**src/inc/stack_pkg.sv**
```systemverilog
// constants and types for the word stack push/pop unit
// assumes a single 50 MHz clock domain, operations issued by a program sequencer
// How it works
// - push when not full shifts, increments pointer
// - push when full drops last, pointer held
// - pop newest copies first entry, decrements pointer
// - after pop newest remaining words move up
// - pop newest out of range sets fault
// - pop oldest copies lowest occupied entry
// - oldest entry sits at pointer minus one
// - pop oldest on empty stack outputs high
// - pop oldest out of range sets fault
package stack_pkg;
  localparam int WORD_W = 16;
  localparam int DEPTH = 64;
  localparam int IDX_W = 6;
  localparam int PTR_W = 16;
  localparam logic [PTR_W-1:0] PTR_RESET = 16'h0000;
  localparam logic [WORD_W-1:0] WORD_RESET = 16'h0000;
  localparam logic [PTR_W-1:0] SIZE_MIN = 16'h0001;
  localparam logic [PTR_W-1:0] SIZE_MAX = 16'h0040;
  typedef enum logic [1:0] {
    OP_PUSH = 2'h0,
    OP_POP_NEWEST = 2'h1,
    OP_POP_OLDEST = 2'h2,
    OP_NONE = 2'h3
  } stack_op_t;
endpackage

```
**src/inc/stack_cell_if.sv**
```systemverilog
// carrier between the stack top and its storage cells
// assumes all cells are clocked by ref_clk
interface stack_cell_if;
  logic shiftDown;
  logic shiftUp;
  logic [stack_pkg::WORD_W-1:0] headWord;
  logic [stack_pkg::WORD_W-1:0] cells [stack_pkg::DEPTH];
  modport ctrl (output shiftDown, output shiftUp, output headWord, input cells);
  modport store (input shiftDown, input shiftUp, input headWord, output cells);
endinterface

```
**src/core/word_stack_push_pop_unit.sv**
```systemverilog
// word stack engine: push, pop newest, pop oldest, with pointer and fault flag
// assumes the sequencer is on ref_clk and issues one operation per cycle with execute high
module word_stack_push_pop_unit (
  // clock and reset
  input wire logic ref_clk,
  input wire logic nrst,
  // operation request
  input wire logic execute,
  input wire stack_pkg::stack_op_t opSel,
  input wire logic [stack_pkg::WORD_W-1:0] pushWord,
  input wire logic [stack_pkg::PTR_W-1:0] stackSize,
  // results
  output logic [stack_pkg::WORD_W-1:0] popWord,
  output logic [stack_pkg::PTR_W-1:0] stackPtr,
  output logic statusOut,
  output logic fault_indicator,
  output logic popValid
);

  stack_cell_if cellBus ();
  logic [stack_pkg::PTR_W-1:0] ptr_q, ptr_d;
  logic [stack_pkg::WORD_W-1:0] popWord_q, popWord_d;
  logic status_q, status_d, fault_q, fault_d, popValid_q, popValid_d;

  stack_store u_store (
    .ref_clk(ref_clk),
    .nrst(nrst),
    .cellBus(cellBus)
  );

  // pointer classes: the pointer is signed, the valid range is 0..size
  wire signed [stack_pkg::PTR_W-1:0] ptrS = $signed(ptr_q);
  wire ptrNeg = ptrS < 0;
  wire outRange = ptrNeg || (ptr_q > stackSize);
  wire isEmpty = !ptrNeg && (ptr_q == stack_pkg::PTR_RESET);
  wire isLast = (ptr_q == stack_pkg::SIZE_MIN);
  wire isFull = !outRange && (ptr_q == stackSize);

  // operation decode, only while execute is high
  wire doPush = execute && (opSel == stack_pkg::OP_PUSH);
  wire doNewest = execute && (opSel == stack_pkg::OP_POP_NEWEST);
  wire doOldest = execute && (opSel == stack_pkg::OP_POP_OLDEST);
  wire popOk = !outRange && !isEmpty;

  // read selection: newest at the head, oldest at pointer minus one
  wire [stack_pkg::IDX_W-1:0] oldIdx = stack_pkg::IDX_W'(ptr_q - stack_pkg::SIZE_MIN);
  wire [stack_pkg::WORD_W-1:0] newestWord = cellBus.cells[0];
  wire [stack_pkg::WORD_W-1:0] oldestWord = cellBus.cells[oldIdx];

  assign cellBus.shiftDown = doPush;
  assign cellBus.shiftUp = doNewest && popOk;
  assign cellBus.headWord = pushWord;

  // next-state for pointer, output word and flags
  // a refused pop leaves pointer and word alone, so a sequencer that
  // ignores the fault pulse still sees a consistent stack afterwards
  // pop newest on an empty stack is handled like pop oldest: status, no fault
  always_comb begin
    ptr_d = ptr_q;
    popWord_d = popWord_q;
    status_d = 1'b0;
    fault_d = 1'b0;
    popValid_d = 1'b0;
    if (doPush) begin
      if (isFull) status_d = 1'b1;
      else ptr_d = ptr_q + stack_pkg::SIZE_MIN;
    end else if (doNewest || doOldest) begin
      if (outRange) begin
        fault_d = 1'b1;
      end else if (isEmpty) begin
        status_d = 1'b1;
      end else begin
        popWord_d = doNewest ? newestWord : oldestWord;
        ptr_d = ptr_q - stack_pkg::SIZE_MIN;
        popValid_d = 1'b1;
        status_d = isLast;
      end
    end
  end

  // registered state
  always_ff @(posedge ref_clk or negedge nrst) begin
    if (!nrst) begin
      ptr_q <= stack_pkg::PTR_RESET;
      popWord_q <= stack_pkg::WORD_RESET;
      status_q <= 1'b0;
      fault_q <= 1'b0;
      popValid_q <= 1'b0;
    end else begin
      ptr_q <= ptr_d;
      popWord_q <= popWord_d;
      status_q <= status_d;
      fault_q <= fault_d;
      popValid_q <= popValid_d;
    end
  end

  assign popWord = popWord_q;
  assign stackPtr = ptr_q;
  assign statusOut = status_q;
  assign fault_indicator = fault_q;
  assign popValid = popValid_q;
endmodule

```
**src/core/stack_store.sv**
```systemverilog
// storage of 64 words that shift down on push and up on pop newest
// assumes shiftDown and shiftUp are never high together
module stack_store (
  // clock and reset
  input wire logic ref_clk,
  input wire logic nrst,
  // control and words
  stack_cell_if.store cellBus
);
  logic [stack_pkg::WORD_W-1:0] cellQ [stack_pkg::DEPTH];

  // shift register: push moves words to higher index, pop newest to lower
  always_ff @(posedge ref_clk or negedge nrst) begin
    if (!nrst) begin
      for (int i = 0; i < stack_pkg::DEPTH; i++) cellQ[i] <= stack_pkg::WORD_RESET;
    end else if (cellBus.shiftDown) begin
      cellQ[0] <= cellBus.headWord;
      for (int i = 1; i < stack_pkg::DEPTH; i++) cellQ[i] <= cellQ[i-1];
    end else if (cellBus.shiftUp) begin
      for (int i = 0; i < stack_pkg::DEPTH - 1; i++) cellQ[i] <= cellQ[i+1];
      cellQ[stack_pkg::DEPTH-1] <= stack_pkg::WORD_RESET;
    end
  end

  assign cellBus.cells = cellQ;
endmodule

```
**config.mk**
```make
export PLATFORM = sky130hd
export DESIGN_NAME = word_stack_push_pop_unit
export DESIGN_NICKNAME = d
export VERILOG_FILES = /design/src/inc/stack_pkg.sv /design/src/inc/stack_cell_if.sv /design/src/core/word_stack_push_pop_unit.sv /design/src/core/stack_store.sv
export SDC_FILE = /design/constraint.sdc
export NUM_CORES = 2
export LEC_CHECK = 0
export BUFFER_PORTS_ARGS = -buffer_cell sky130_fd_sc_hd__buf_2
export CELL_PAD_IN_SITES_DETAIL_PLACEMENT = 0
export CELL_PAD_IN_SITES_GLOBAL_PLACEMENT = 1
export CORE_MARGIN = 2
export CORE_UTILIZATION = 45
export CTS_BUF_LIST = sky130_fd_sc_hd__clkbuf_8
export CTS_CLUSTER_SIZE = 16
export DETAILED_ROUTE_END_ITERATION = 10
export PLACE_DENSITY_LB_ADDON = 0.08
export SLEW_MARGIN = 20
export SYNTH_ARGS = -nofsm -noshare
export SYNTH_HDL_FRONTEND = slang
export SYNTH_SLANG_ARGS = --single-unit
export TNS_END_PERCENT = 100
```
**constraint.sdc**
```tcl
create_clock -name ref_clk -period 5.2 [get_ports ref_clk]
set_input_delay 0.52 -clock ref_clk [delete_from_list [all_inputs] [get_ports ref_clk]]
set_output_delay 0.52 -clock ref_clk [all_outputs]
set_load 0.01 [all_outputs]
```
==> impl_metrics.json <==
{
  "grt_max_degree": 258,
  "hpwl_um": 89100,
  "grt_pass1_wl_um": 268000,
  "cts_tree": "done",
  "synth_edf_count": 0,
  "cts_setup_buffers": 0,
  "firstDrtPassIters": 8,
  "fin_ws_ps": 1200,
  "drt-total-wl_um": 167000,
  "finClkSkew_ps": 41.5,
  "netlist_area_um2": 58700,
  "async_flop_share_pct": 100,
  "fin_util_pct": 49.7,
  "powerDensity_nw_per_um2": 387,
  "nets": 5461,
  "clock-sinks": 1059,
  "antenna_found_initial": 5,
  "reg2reg_slack_ps": 1200,
  "vias": 44900,
  "leakagePower_nw": 31.1,
  "synth_cells": 5558,
  "hold_class": "in2reg",
  "root_buffer": "clkbuf_8",
  "syn_avg_cell_area_um2": 10.6,
  "fin_crit_sh_pct": 77.0,
  "synth.largest_area_cell": "dfrtp_1",
  "fp.dieH_um": 365,
  "die-area_um2": 133000,
  "path_class": "reg2reg",
  "crit_chain": "ha_1 -> nand2_1 -> nor4b_1 -> nand3_1 -> o311ai_2 -> a31oi_4 -> or2_4 -> buf_12 -> o21ai_0",
  "clk_latency_ps": 940,
  "final-setup-viol-count": 0,
  "critPathMaxFanout": 257,
  "yosysTopAreaCellShare_pct": 45.1,
  "peakVddDrop_mv": 0.580,
  "ys_seq_elements": 1059,
  "fmax_mhz": 250,
  "clockBufferDepth": 3,
  "synth_fp_nets": 5615,
  "rr_worst_depth": 9,
  "cpMaxStageDelayCell": "dfrtp_1",
  "slowest_delay_ps": 740,
  "rsz0062_at_grt": "no",
  "start_util_pct": 45.4,
  "synthTopCellsByArea": "dfrtp_1, mux2i_1, o21ai_0",
  "hold_depth": 4,
  "ff_latch_area_um2": 26500,
  "globalplace.congestion": 0.774,
  "grt_pass1_vias": 44200,
  "cts_made_buffers": 194,
  "rows": 132,
  "drcViolationCount": 0,
  "r2r_end": "u_store.cellBus.cells[409]",
  "cts_htree_levels": 4,
  "maxCapViolations": 0,
  "dp_slack_ps": 1290,
  "yosysUniqueCellTypes": 63,
  "avgRoutedWirePerCell_um": 22.9,
  "status": "completed",
  "drv_slew": 0,
  "timing.rr.start": "stackPtr[2]",
  "hp-start": "opSel[0]",
  "core_area_um2": 129000,
  "yosys_most_used_dff": "dfrtp_1",
  "die_x_um": 365,
  "hold_viol": 0,
  "gr-total-overflow": 0,
  "clk_pin_slew_worst_paths_ps": 60,
  "ios": 72,
  "layout_min_cycle_time_ps": 4000,
  "via_per_inst": 6.15,
  "cp.required_ps": 5930,
  "antenna_left": 0,
  "grt_use_total_pct": 25.0,
  "ys_seq_area_share_pct": 45.1,
  "maxSlewHeadroom_pct": 7.64,
  "drive_gt1_share_pct": 13.5,
  "drtIter0Drc": 4126,
  "yosysWarnings": 0,
  "finalSetupTns_ps": 0,
  "arrival_ps": 4740,
  "fillers": 11800,
  "multi_input_area_um2": 29700,
  "numPortBuffers": 71,
  "synthToLayoutAreaGrowth_pct": 9.47,
  "crit_path_end_kind": "flop",
  "worstSetupStartpointType": "flop",
  "min_to": "stackPtr[5]",
  "worst_pin_slew_ps": 1390
}
-- sequential cells by signal (all words and copies together) (netlist names) --
signal	flops
popValid	1
fault_indicator	1
popWord	16
statusOut	1
stackPtr	16
u_store.cellBus.cells	1024
-- power breakdown --
group | switching (W) | leakage [nW] | internal [W] | total (W)
combinational | 0.00593 | 14.1 | 0.00239 | 0.00832
clock | 0.00373 | 2.26 | 0.00425 | 0.00798
sequential | 0.000232 | 14.8 | 0.00837 | 0.00860
-- metrics by stage --
step                cell area [um^2]  hold WS (ps)  cells  power [W]
floorplan                      58700           224   5558     0.0134
global placement               60300           491   6931     0.0172
detailed placement             60300           487   6931     0.0172
CTS                            64300           115   7292     0.0253
global route                   64300           181   7294     0.0260
finish                         64300           192   7295     0.0249
-- synthesized netlist by cell type (all sizes together), types with 4 or more instances --
library cell / n
a21oi: 57
a22o: 31
a31oi: 23
a32oi: 8
buf: 111
clkbuf: 450
dfrtp: 1059
ha: 20
inv: 24
mux2i: 1027
mux4: 256
nand2: 233
nand3: 51
nand4: 22
nor2: 48
nor2b: 5
nor3: 22
nor3b: 4
o2111ai: 16
o21ai: 2025
xnor2: 10
xor2: 11
-- repair_timing --
action	4_1_cts	5_1_grt
gates resized for setup	0	0
hold buffers	19	0
setup endpoints to repair	0	0
endpoints found under the hold margin	75	0
-- placed cells by master (no fill, tap or decap), types with 40 or more instances in the layout --
cell,netlist,routed
nand2_1,233,233
dfrtp_1,1059,1058
o21ai_0,1625,1623
buf_12,0,40
nand3_1,51,50
clkbuf_8,0,244
inv_1,22,98
mux2i_1,1027,1026
a21oi_1,57,57
nor2_1,48,47
mux4_2,256,256
o21ai_1,390,390
buf_2,30,70
buf_4,9,80
-- worst max path at each step --
stage | slack, ps | cells after the start | start | endpoint
after detailed placement | 1290 | 11 | stackSize[5] | u_store.cellBus.cells[464]
after floorplan | 1330 | 14 | stackPtr[0] | popWord[11]
final | 1200 | 9 | stackPtr[2] | u_store.cellBus.cells[409]
after global routing | 970 | 9 | stackPtr[2] | u_store.cellBus.cells[623]
after global placement | 1350 | 11 | stackSize[7] | u_store.cellBus.cells[639]
after CTS | 1270 | 9 | stackPtr[2] | u_store.cellBus.cells[519]
-- critical path: cells and delay by family, from the launching register on --
kind	cells	cell delay [ps]
flops	1	740
compound gates	3	760
buf+inv	1	720
simple gates	4	940
fa+ha+maj	1	350
-- cell type report --
cell class | instances | area share [%]
Multi-Input combinational cell | 3914 | 46.2
Clock inverter | 98 | 0.765
Inverter | 24 | 0.148
Timing Repair Buffer | 211 | 3.06
Tap cell | 1742 | 3.39
Sequential cell | 1059 | 41.2
Antenna cell | 3 | 0.0117
Clock buffer | 244 | 5.22
-- routing by layer --
metal	routed length [um]	global-route usage, %
met1	79400	37.4
met2	76600	37.8
met3	7360	3.53
met4	3570	6.79
met5	13	0
-- kinds of logic after synthesis --
group	Yosys count	share of synthesized area, %
compound gates	2184	19.3
xor+xnor	21	0.313
fa+ha+maj	20	0.426
buf+inv	585	4.52
flops	1059	45.1
mux	1283	27.3
simple gates	406	3.05
Note: power is estimated with default switching activity, not from simulation.
